`src/core/aux_fan_pkg.sv`:
```
// Behaviour
// - Low source codes pick local temperature inputs
// - Codes 08-0F host readings, 10-11 agents
// - Codes 12-19 hub, 1A byte, 1F synthetic
// - Floor bit stops hold mode stepping below minimum
// - Mode field selects manual, hold, speed, curve
// - Target is temperature or 12-bit tach count
// - Six-bit tolerance band around target value
// - Step up once per interval of 0.1 s units
// - Step down once per interval of 0.1 s units
// - Cold temperature decreases drive to minimum value
// - Start from zero in hold mode jumps to start-up value
// - Minimum to zero fall over stop time
// - Duty equals drive value over 255
// - Initial drive loaded from default speed input
// - High register holds tolerance high and target high
package aux_fan_pkg;

  // Register indices; each register is one word, so its byte address is four times the index
  localparam logic [7:0] off_source   = 8'h00;
  localparam logic [7:0] off_target   = 8'h01;
  localparam logic [7:0] off_mode     = 8'h02;
  localparam logic [7:0] off_step_up  = 8'h03;
  localparam logic [7:0] off_step_dn  = 8'h04;
  localparam logic [7:0] off_min_val  = 8'h05;
  localparam logic [7:0] off_start    = 8'h06;
  localparam logic [7:0] off_stop_tm  = 8'h07;
  localparam logic [7:0] off_duty     = 8'h09;
  localparam logic [7:0] off_tol_high = 8'h0c;
  localparam logic [7:0] off_status   = 8'h10;

  // Reset values
  localparam logic [7:0] rst_source   = 8'h03;
  localparam logic [7:0] rst_target   = 8'h00;
  localparam logic [7:0] rst_mode     = 8'h00;
  localparam logic [7:0] rst_step     = 8'h0a;
  localparam logic [7:0] rst_min_val  = 8'h01;
  localparam logic [7:0] rst_start    = 8'h01;
  localparam logic [7:0] rst_stop_tm  = 8'h3c;
  localparam logic [7:0] rst_tol_high = 8'h00;
  localparam logic [7:0] rst_duty     = 8'hff;

  // Writable bit masks
  localparam logic [7:0] mask_source   = 8'h9f;
  localparam logic [7:0] mask_mode     = 8'hf7;
  localparam logic [7:0] mask_tol_high = 8'h7f;

  // Field positions
  localparam int floor_bit = 7;

  // Mode codes
  localparam logic [3:0] mode_manual = 4'h0;
  localparam logic [3:0] mode_hold   = 4'h1;
  localparam logic [3:0] mode_speed  = 4'h2;
  localparam logic [3:0] mode_curve  = 4'h4;

  // Source codes
  localparam logic [4:0] src_sys      = 5'h01;
  localparam logic [4:0] src_proc     = 5'h02;
  localparam logic [4:0] src_aux_last = 5'h06;
  localparam logic [4:0] src_host0    = 5'h08;
  localparam logic [4:0] src_agent0   = 5'h10;
  localparam logic [4:0] src_hub0     = 5'h12;
  localparam logic [4:0] src_byte     = 5'h1a;
  localparam logic [4:0] src_synth    = 5'h1f;

  // Timing
  localparam int clk_mhz       = 250;
  localparam int tick_ms       = 100;
  localparam int tick_cycles   = tick_ms * 1000 * clk_mhz;
  localparam int pwm_period    = 255;

  // Temperature inputs travelling together
  typedef struct packed {
    logic [7:0]      sys;
    logic [7:0]      proc_t;
    logic [3:0][7:0] aux;
    logic [7:0][7:0] host;
    logic [1:0][7:0] agent;
    logic [7:0][7:0] hub;
    logic [7:0]      byte_t;
    logic [7:0]      synth;
  } temp_bundle_s;

  // Curve points for the four-point mode
  typedef struct packed {
    logic [3:0][7:0] temp;
    logic [3:0][7:0] duty;
  } curve_s;

endpackage

```
`src/core/aux_fan_speed_controller.sv`:
```
// The APB slave port was left to the implementer.
`timescale 1ns/10ps
module aux_fan_speed_controller
  import aux_fan_pkg::*;
#(
  parameter int tick_len = tick_cycles
)
(
  // Clock, reset, enable
  input  wire logic         sys_clk,
  input  wire logic         nrst,
  input  wire logic         clk_en,
  // APB slave
  input  wire logic         psel,
  input  wire logic         penable,
  input  wire logic         pwrite,
  input  wire logic [11:0]  paddr,
  input  wire logic [31:0]  pwdata,
  output logic              pready,
  output logic [31:0]       prdata,
  output logic              pslverr,
  // Sensor side
  input  wire temp_bundle_s temps,
  input  wire curve_s       curve,
  input  wire logic [11:0]  tach_count,
  input  wire logic [7:0]   default_speed,
  // Fan drive
  output logic              aux_fan_drive_output
);

  // Reset synchroniser
  logic       rst_meta;
  logic       rst_n;
  always_ff @(posedge sys_clk or negedge nrst)
  begin
    if (!nrst)
    begin
      rst_meta <= 1'b0;
      rst_n    <= 1'b0;
    end
    else
    begin
      rst_meta <= 1'b1;
      rst_n    <= rst_meta;
    end
  end

  // Registers
  logic [7:0] source_select_and_floor_enable;
  logic [7:0] target_temp_or_speed_low;
  logic [7:0] mode_and_tolerance;
  logic [7:0] step_up_interval;
  logic [7:0] step_down_interval;
  logic [7:0] minimum_drive_value;
  logic [7:0] startup_drive_value;
  logic [7:0] fall_to_zero_time;
  logic [7:0] drive_duty_value;
  logic [7:0] tolerance_and_speed_high;

  // Control state
  typedef enum logic [3:0] {
    st_idle  = 4'b0001,
    st_run   = 4'b0010,
    st_fall  = 4'b0100,
    st_start = 4'b1000
  } ctl_e;
  ctl_e       ctl;
  logic       loaded;        // Default speed taken once after reset
  logic [27:0] tick_cnt;     // Divider for 0.1 s ticks
  logic       tick;          // One pulse each 0.1 s
  logic [7:0] up_cnt;        // Ticks since the step-up interval last ran out
  logic [7:0] dn_cnt;        // Ticks since the step-down interval last ran out
  logic [7:0] fall_cnt;      // Ticks spent falling to zero
  logic [7:0] pwm_cnt;       // PWM period counter
  logic [7:0] duty_now;      // Duty in force for the running period

  // Access decode
  logic       wr_acc;
  logic       rd_acc;
  assign wr_acc = psel && penable && pwrite && pready;
  assign rd_acc = psel && !penable && !pwrite;

  // Register index of a byte address: one word per register, so the two
  // low address bits are ignored and bits 11:10 alias onto the same map
  function automatic logic [7:0] reg_index(input logic [11:0] a);
    return a[9:2];
  endfunction

  // Field views
  logic [3:0]  mode;
  logic [4:0]  src;
  logic [5:0]  tol;
  logic [11:0] tach_target;
  assign mode        = mode_and_tolerance[7:4];
  assign src         = source_select_and_floor_enable[4:0];
  assign tol         = {tolerance_and_speed_high[6:4], mode_and_tolerance[2:0]};
  assign tach_target = {tolerance_and_speed_high[3:0], target_temp_or_speed_low};

  // Temperature source mux
  function automatic logic [7:0] pick_temp(input logic [4:0] s, input temp_bundle_s t);
    logic [7:0] r;
    r = 8'h00;
    if (s == src_sys)
      r = t.sys;
    else if (s == src_proc)
      r = t.proc_t;
    else if (s > src_proc && s <= src_aux_last)
      r = t.aux[2'(s - 5'h03)];
    else if (s >= src_host0 && s < src_agent0)
      r = t.host[3'(s - src_host0)];
    else if (s >= src_agent0 && s < src_hub0)
      r = t.agent[1'(s - src_agent0)];
    else if (s >= src_hub0 && s < src_byte)
      r = t.hub[3'(s - src_hub0)];
    else if (s == src_byte)
      r = t.byte_t;
    else if (s == src_synth)
      r = t.synth;
    return r;
  endfunction

  // Four-point curve lookup
  function automatic logic [7:0] curve_duty(input logic [7:0] t, input curve_s c);
    logic [7:0] r;
    r = 8'h00;
    for (int i = 0; i < 4; i++)
      if (t >= c.temp[i])
        r = c.duty[i];
    return r;
  endfunction

  logic [7:0] temp_now;
  logic [7:0] curve_target;
  logic       too_hot;
  logic       too_cold;
  logic       too_slow;
  logic       too_fast;
  logic [7:0] floor_val;
  assign temp_now     = pick_temp(src, temps);
  assign curve_target = curve_duty(temp_now, curve);
  assign too_hot  = {1'b0, temp_now} > ({1'b0, target_temp_or_speed_low} + {3'b000, tol});
  assign too_cold = {1'b0, temp_now} + {3'b000, tol} < {1'b0, target_temp_or_speed_low};
  // Tach count rises as the fan slows
  assign too_slow = {1'b0, tach_count} > ({1'b0, tach_target} + 13'(tol));
  assign too_fast = {1'b0, tach_count} + 13'(tol) < {1'b0, tach_target};
  assign floor_val = source_select_and_floor_enable[floor_bit] ? minimum_drive_value : 8'h00;

  // Step requests
  logic want_up;
  logic want_dn;
  always_comb
  begin
    want_up = 1'b0;
    want_dn = 1'b0;
    case (mode)
      mode_hold:
      begin
        want_up = too_hot;
        want_dn = too_cold && drive_duty_value > floor_val;
      end
      mode_speed:
      begin
        want_up = too_slow;
        want_dn = too_fast;
      end
      mode_curve:
      begin
        want_up = drive_duty_value < curve_target;
        want_dn = drive_duty_value > curve_target;
      end
      default:
      begin
        want_up = 1'b0;
        want_dn = 1'b0;
      end
    endcase
  end

  logic up_due;
  logic dn_due;
  assign up_due = tick && (up_cnt + 8'h01 >= step_up_interval);
  assign dn_due = tick && (dn_cnt + 8'h01 >= step_down_interval);

  // 0.1 s tick generator
  always_ff @(posedge sys_clk or negedge rst_n)
  begin
    if (!rst_n)
    begin
      tick_cnt <= 28'h0000000;
      tick     <= 1'b0;
    end
    else if (clk_en)
    begin
      tick <= (tick_cnt == 28'(tick_len - 1));
      if (tick_cnt == 28'(tick_len - 1))
        tick_cnt <= 28'h0000000;
      else
        tick_cnt <= tick_cnt + 28'h0000001;
    end
  end

  // Interval counters
  always_ff @(posedge sys_clk or negedge rst_n)
  begin
    if (!rst_n)
    begin
      up_cnt <= 8'h00;
      dn_cnt <= 8'h00;
    end
    else if (clk_en && tick)
    begin
      up_cnt <= up_due ? 8'h00 : up_cnt + 8'h01;
      dn_cnt <= dn_due ? 8'h00 : dn_cnt + 8'h01;
    end
  end

  // Register writes
  always_ff @(posedge sys_clk or negedge rst_n)
  begin
    if (!rst_n)
    begin
      source_select_and_floor_enable <= rst_source;
      target_temp_or_speed_low       <= rst_target;
      mode_and_tolerance             <= rst_mode;
      step_up_interval               <= rst_step;
      step_down_interval             <= rst_step;
      minimum_drive_value            <= rst_min_val;
      startup_drive_value            <= rst_start;
      fall_to_zero_time              <= rst_stop_tm;
      tolerance_and_speed_high       <= rst_tol_high;
    end
    else if (clk_en && wr_acc)
    begin
      // Writes land at the edge where the access phase meets ready
      case (reg_index(paddr))
        off_source:   source_select_and_floor_enable <= pwdata[7:0] & mask_source;
        off_target:   target_temp_or_speed_low       <= pwdata[7:0];
        off_mode:     mode_and_tolerance             <= pwdata[7:0] & mask_mode;
        off_step_up:  step_up_interval               <= pwdata[7:0];
        off_step_dn:  step_down_interval             <= pwdata[7:0];
        off_min_val:  minimum_drive_value            <= pwdata[7:0];
        off_start:    startup_drive_value            <= pwdata[7:0];
        off_stop_tm:  fall_to_zero_time              <= pwdata[7:0];
        off_tol_high: tolerance_and_speed_high       <= pwdata[7:0] & mask_tol_high;
        default:      ;
      endcase
    end
  end

  // Drive value and automatic control
  always_ff @(posedge sys_clk or negedge rst_n)
  begin
    if (!rst_n)
    begin
      drive_duty_value <= rst_duty;
      loaded           <= 1'b0;
      ctl              <= st_idle;
      fall_cnt         <= 8'h00;
    end
    else if (clk_en)
    begin
      if (!loaded)
      begin
        drive_duty_value <= default_speed;
        loaded           <= 1'b1;
      end
      else if (mode == mode_manual)
      begin
        ctl <= st_idle;
        if (wr_acc && reg_index(paddr) == off_duty)
          drive_duty_value <= pwdata[7:0];
      end
      else
      begin
        case (ctl)
          st_idle:
            ctl <= st_run;
          st_run:
          begin
            if (mode == mode_hold && drive_duty_value == 8'h00 && want_up && up_due)
            begin
              drive_duty_value <= startup_drive_value;
              ctl              <= st_start;
            end
            else if (mode == mode_hold && want_dn && !source_select_and_floor_enable[floor_bit]
                     && drive_duty_value <= minimum_drive_value)
            begin
              fall_cnt <= 8'h00;
              ctl      <= st_fall;
            end
            else if (want_up && up_due && drive_duty_value != 8'hff)
              drive_duty_value <= drive_duty_value + 8'h01;
            else if (want_dn && dn_due && drive_duty_value != 8'h00)
              drive_duty_value <= drive_duty_value - 8'h01;
          end
          st_fall:
          begin
            if (!(too_cold && mode == mode_hold))
              ctl <= st_run;
            else if (tick)
            begin
              fall_cnt <= fall_cnt + 8'h01;
              if (fall_cnt + 8'h01 >= fall_to_zero_time)
              begin
                drive_duty_value <= 8'h00;
                ctl              <= st_run;
              end
            end
          end
          st_start:
            ctl <= st_run;
          default:
            ctl <= st_idle;
        endcase
      end
    end
  end

  // Last count of a PWM period
  localparam logic [7:0] pwm_last = 8'(pwm_period - 1);

  // PWM generator, duty over 255; the duty is taken only at the period boundary
  // so that a write or a step never cuts a period short or adds a stray pulse
  always_ff @(posedge sys_clk or negedge rst_n)
  begin
    if (!rst_n)
    begin
      pwm_cnt              <= 8'h00;
      duty_now             <= 8'h00;
      aux_fan_drive_output <= 1'b0;
    end
    else if (clk_en)
    begin
      pwm_cnt              <= (pwm_cnt == pwm_last) ? 8'h00 : pwm_cnt + 8'h01;
      aux_fan_drive_output <= pwm_cnt < duty_now;
      if (pwm_cnt == pwm_last)
        duty_now <= drive_duty_value;               // Next period runs on the new value
    end
  end

  // APB answer: no wait state, data set up in setup phase
  always_ff @(posedge sys_clk or negedge rst_n)
  begin
    if (!rst_n)
    begin
      pready  <= 1'b0;
      prdata  <= 32'h00000000;
      pslverr <= 1'b0;
    end
    else if (clk_en)
    begin
      pready  <= psel && !penable;
      pslverr <= 1'b0;
      if (rd_acc)
      begin
        // Read data is captured in the setup phase and stands through the access
        case (reg_index(paddr))
          off_source:   prdata <= {24'h000000, source_select_and_floor_enable};
          off_target:   prdata <= {24'h000000, target_temp_or_speed_low};
          off_mode:     prdata <= {24'h000000, mode_and_tolerance};
          off_step_up:  prdata <= {24'h000000, step_up_interval};
          off_step_dn:  prdata <= {24'h000000, step_down_interval};
          off_min_val:  prdata <= {24'h000000, minimum_drive_value};
          off_start:    prdata <= {24'h000000, startup_drive_value};
          off_stop_tm:  prdata <= {24'h000000, fall_to_zero_time};
          off_duty:     prdata <= {24'h000000, drive_duty_value};
          off_tol_high: prdata <= {24'h000000, tolerance_and_speed_high};
          off_status:   prdata <= {20'h00000, ctl, temp_now};
          default:      prdata <= 32'h00000000;
        endcase
      end
    end
  end

endmodule

```
`config.mk`:
```
export PLATFORM = sky130hd
export DESIGN_NAME = aux_fan_speed_controller
export DESIGN_NICKNAME = d
export VERILOG_FILES = /design/src/core/aux_fan_pkg.sv /design/src/core/aux_fan_speed_controller.sv
export SDC_FILE = /design/constraint.sdc
export NUM_CORES = 1
export LEC_CHECK = 0
export BUFFER_PORTS_ARGS = -buffer_cell sky130_fd_sc_hd__clkbuf_2
export CORE_MARGIN = 4
export CORE_UTILIZATION = 50
export CTS_CLUSTER_DIAMETER = 30
export DETAILED_ROUTE_END_ITERATION = 12
export PLACE_DENSITY = 0.8
export RECOVER_POWER = 100
export SLEW_MARGIN = 0
export SYNTH_ARGS = -nofsm -noshare
export SYNTH_HDL_FRONTEND = slang
export SYNTH_SLANG_ARGS = --single-unit
```
`constraint.sdc`:
```
create_clock -name sys_clk -period 4.9 [get_ports sys_clk]
set_input_delay 0.735 -clock sys_clk [delete_from_list [all_inputs] [get_ports sys_clk]]
set_output_delay 0.735 -clock sys_clk [all_outputs]
set_load 0.05 [all_outputs]
```
==> run metrics <==
Util after Layout 66.5%; Highest Signal Layer met4; Final #Nets around 2600; placer congestion estimate 1.04; Site Rows 62; core area 28900 um2; max-cap violations 2; post-synth cell types 79; crit-path max FO 6; DPL Wire Length 43900 um; main combinational cell family by area after synthesis simple AND/OR/NAND/NOR gates; register area share after synthesis 28.4%; largest net degree at the start of global routing 79; clk root buf clkbuf_16; Crit path top cell by count a21o_1; hold crit path type in -> async; CTS tree done; CP Class reg -> reg; Slowest cell on crit path dfstp_4; Post-Synth XOR/XNOR Area between 4 and 5%; failing checks max-capacitance violations, max-slew violations, negative setup slack; Final Hold Viols 0; DR vias/cell 6.06; CP max stage delay 0.72 ns; Slew HR -105%; Final Cycle Share 158%; I/O pins 377; critical path required time approximately 5.3 ns; Tmin final between 7 and 8 ns; die width 180 um; synthesis-stage register bit count 166; mux share of post-synthesis cell area 13.4%; Top FF cell, synth dfrtp_1; Die ar. 32300 um2; Post-Syn Area 14700 um2; unrepaired setup endpoints after global routing true; Mean Syn Cell Area 8.98 um2; H-tree depth 4; clock share of power 34.5%; CP Launch Type flop; WHS 0.0876 ns; initial antenna violation count 2; worst setup margin -2.84 ns; slew at the pin closest to its max-slew limit 3.07 ns; Longest Clk Path Bufs 2; clk_lat worst skew about 0.43 ns; Congestion Overflow GR 0; Seq pwr share between 30% and 40%; total iterations of the first detailed-routing run 7; share of layout cells above drive strength 1 34.8%; initial core utilization 51.0%; Net Switching 1.21 mW; PD cells 204 nW/um2; first-pass GRT wire length around 85000 um; PortBufs about 330; total wire length 55400 um; CTS Hold Bufs 0; Max Slew Vio Count 111; residual DRC count 0; Yosys warning total 0; simple-gate area share of the yosys netlist 17.4%; number of synthesized flops with an enable pin 0; WL/cell about 22 um; Die H 180 um; Num CTS Buffers 17; Max VDD drop 0.256 mV; CTS clk-pin slew, worst paths 0.07 ns; FF-to-FF setup slack -2.84 ns; met3 wire length 4890 um; adder-cell share of the synthesized area 14.3%; clock sink count 166; met1 WL 21600 um; DR vias ~15000; outcome finished, violations left; DR iter-0 viols 1359; f_max 129 MHz; Layout area overhead 30.3%; Switching Share a little under a third; Antenna Violating Nets Remaining 0; Power Total 3.91 mW; Worst EP arrival 8.10 ns; combinational fraction of design power about a quarter; number of global-route vias before repair 15600; Post-Synthesis Cells about 1600; FFs w/ async S/R, synth 100%; Layout fillers 2315; final setup vio count 20; skew final 0.0108 ns; Synth Area in Compound Gates 16.5%; Worst setup EP type flop; Leakage 9.51 nW; Internal 2.70 mW; Total Routing Usage GR 33.2%; metal2 WL 26100 um
## layer usage
metal	track usage [%]	vias to the layer above
met5	0	-
met4	14.2	0
met3	6.95	179
met2	55.7	815
met1	41.7	7373
li1	-	6896
## registers in the layout, indices dropped and copies added, names as in the netlist, 8 cells and up
signal and cells:
drive_duty_value 8, tick_cnt 28, pwm_cnt 8, step_down_interval 8, startup_drive_value 8, minimum_drive_value 8
dn_cnt 8, prdata 12, duty_now 8, up_cnt 8, step_up_interval 8, fall_cnt 8
fall_to_zero_time 8, target_temp_or_speed_low 8
## layout by cell type (no fill, tap or decap), drive strengths merged, types with 42 or more instances in the layout
cell	n
clkbuf	360
buf	184
nand2	167
ha	162
dfrtp	145
o21ai	127
nor2	112
inv	108
nand3	65
a21oi	63
mux2	60
xnor2	47
mux4	42
## power groups by stage
| stage | registers (mW) | clock network [mW] | logic [mW] |
|---|---|---|---|
| 3_3_place_gp | 1.57 | 0 | 0.919 |
| 2_1_floorplan | 1.59 | 0 | 0.548 |
| 3_5_place_dp | 1.57 | 0 | 0.951 |
| 5_1_grt | 1.56 | 1.42 | 1.11 |
| 4_1_cts | 1.55 | 1.36 | 0.987 |
| 6_report | 1.55 | 1.35 | 1.01 |
## cells in the mapped netlist, types with 22 or more instances
cell | number | area (um2)
nand2_1 | 167 | 627
ha_1 | 162 | 2030
dfrtp_1 | 145 | 3630
o21ai_0 | 125 | 626
nor2_1 | 112 | 420
inv_1 | 106 | 398
nand3_1 | 65 | 325
a21oi_1 | 63 | 315
mux2_2 | 60 | 676
clkbuf_1 | 50 | 188
xnor2_1 | 47 | 412
mux4_2 | 42 | 946
a21o_1 | 35 | 263
mux2i_1 | 35 | 350
and3_1 | 33 | 206
nor3_1 | 28 | 140
xor2_1 | 28 | 245
nor2b_1 | 26 | 163
buf_4 | 22 | 165
## repair_timing
item | in CTS | in global routing
gates resized for setup | 69 | 19
setup endpoints to repair | 20 | 20
hold endpoints to repair | 0 | 0
pin swaps | 30 | 12
buffers inserted | 23 | 8
gates cloned | 1 | 0
## metrics by stage
| stage | instances | TNS (ns) | worst slack, ns | cell area (um2) |
|---|---|---|---|---|
| after floorplan | 1659 | -18.21 | -2.58 | 15100 |
| after global placement | 2452 | -27.61 | -2.77 | 18000 |
| after detailed placement | 2452 | -29.00 | -2.84 | 18000 |
| after CTS | 2508 | -24.38 | -2.67 | 19100 |
| after global routing | 2518 | -32.60 | -3.26 | 19200 |
| final | 2518 | -28.27 | -2.84 | 19200 |
## area by class of cell
cell class	instances	area [um2]	area share (%)
Clock buffer	21	460	2.40
Antenna cell	2	5.00	0.0261
Sequential cell	166	4180	21.8
Timing Repair Buffer	524	3240	16.9
Multi-Input combinational cell	1303	10300	53.6
Tap cell	384	480	2.50
Inverter	107	404	2.11
Clock inverter	11	125	0.652
## critical path: cells and delay by family, from the launching register on
kind	cells	cell delay, ns
multiplexers	3	1.05
adder cells (fa/ha/maj)	3	0.79
buffers and inverters	4	0.60
flip-flops	1	0.72
AND/OR/NAND/NOR	11	1.56
AO/OA/AOI/OAI	16	2.92
## path summary, 6_finish.rpt
| kind | to | start | cells after the start |
|---|---|---|---|
| worst max-delay path | drive_duty_value[7] | source_select_and_floor_enable[0] | 37 |
| worst min-delay path | rst_meta | nrst | 1 |
| worst max register to register | drive_duty_value[7] | source_select_and_floor_enable[0] | 37 |
| worst min register to register | rst_n | rst_meta | 0 |
| max in group asynchronous | target_temp_or_speed_low[5] | rst_n | 1 |
| min in group sys_clk | rst_n | rst_meta | 0 |
## cell families after synthesis
logic type | after synthesis
compound gates | 372
fa+ha+maj | 166
flops | 166
buf+inv | 190
mux | 137
xor+xnor | 75
other cells | 2
simple gates | 531
(Power assumes the default switching activity.)
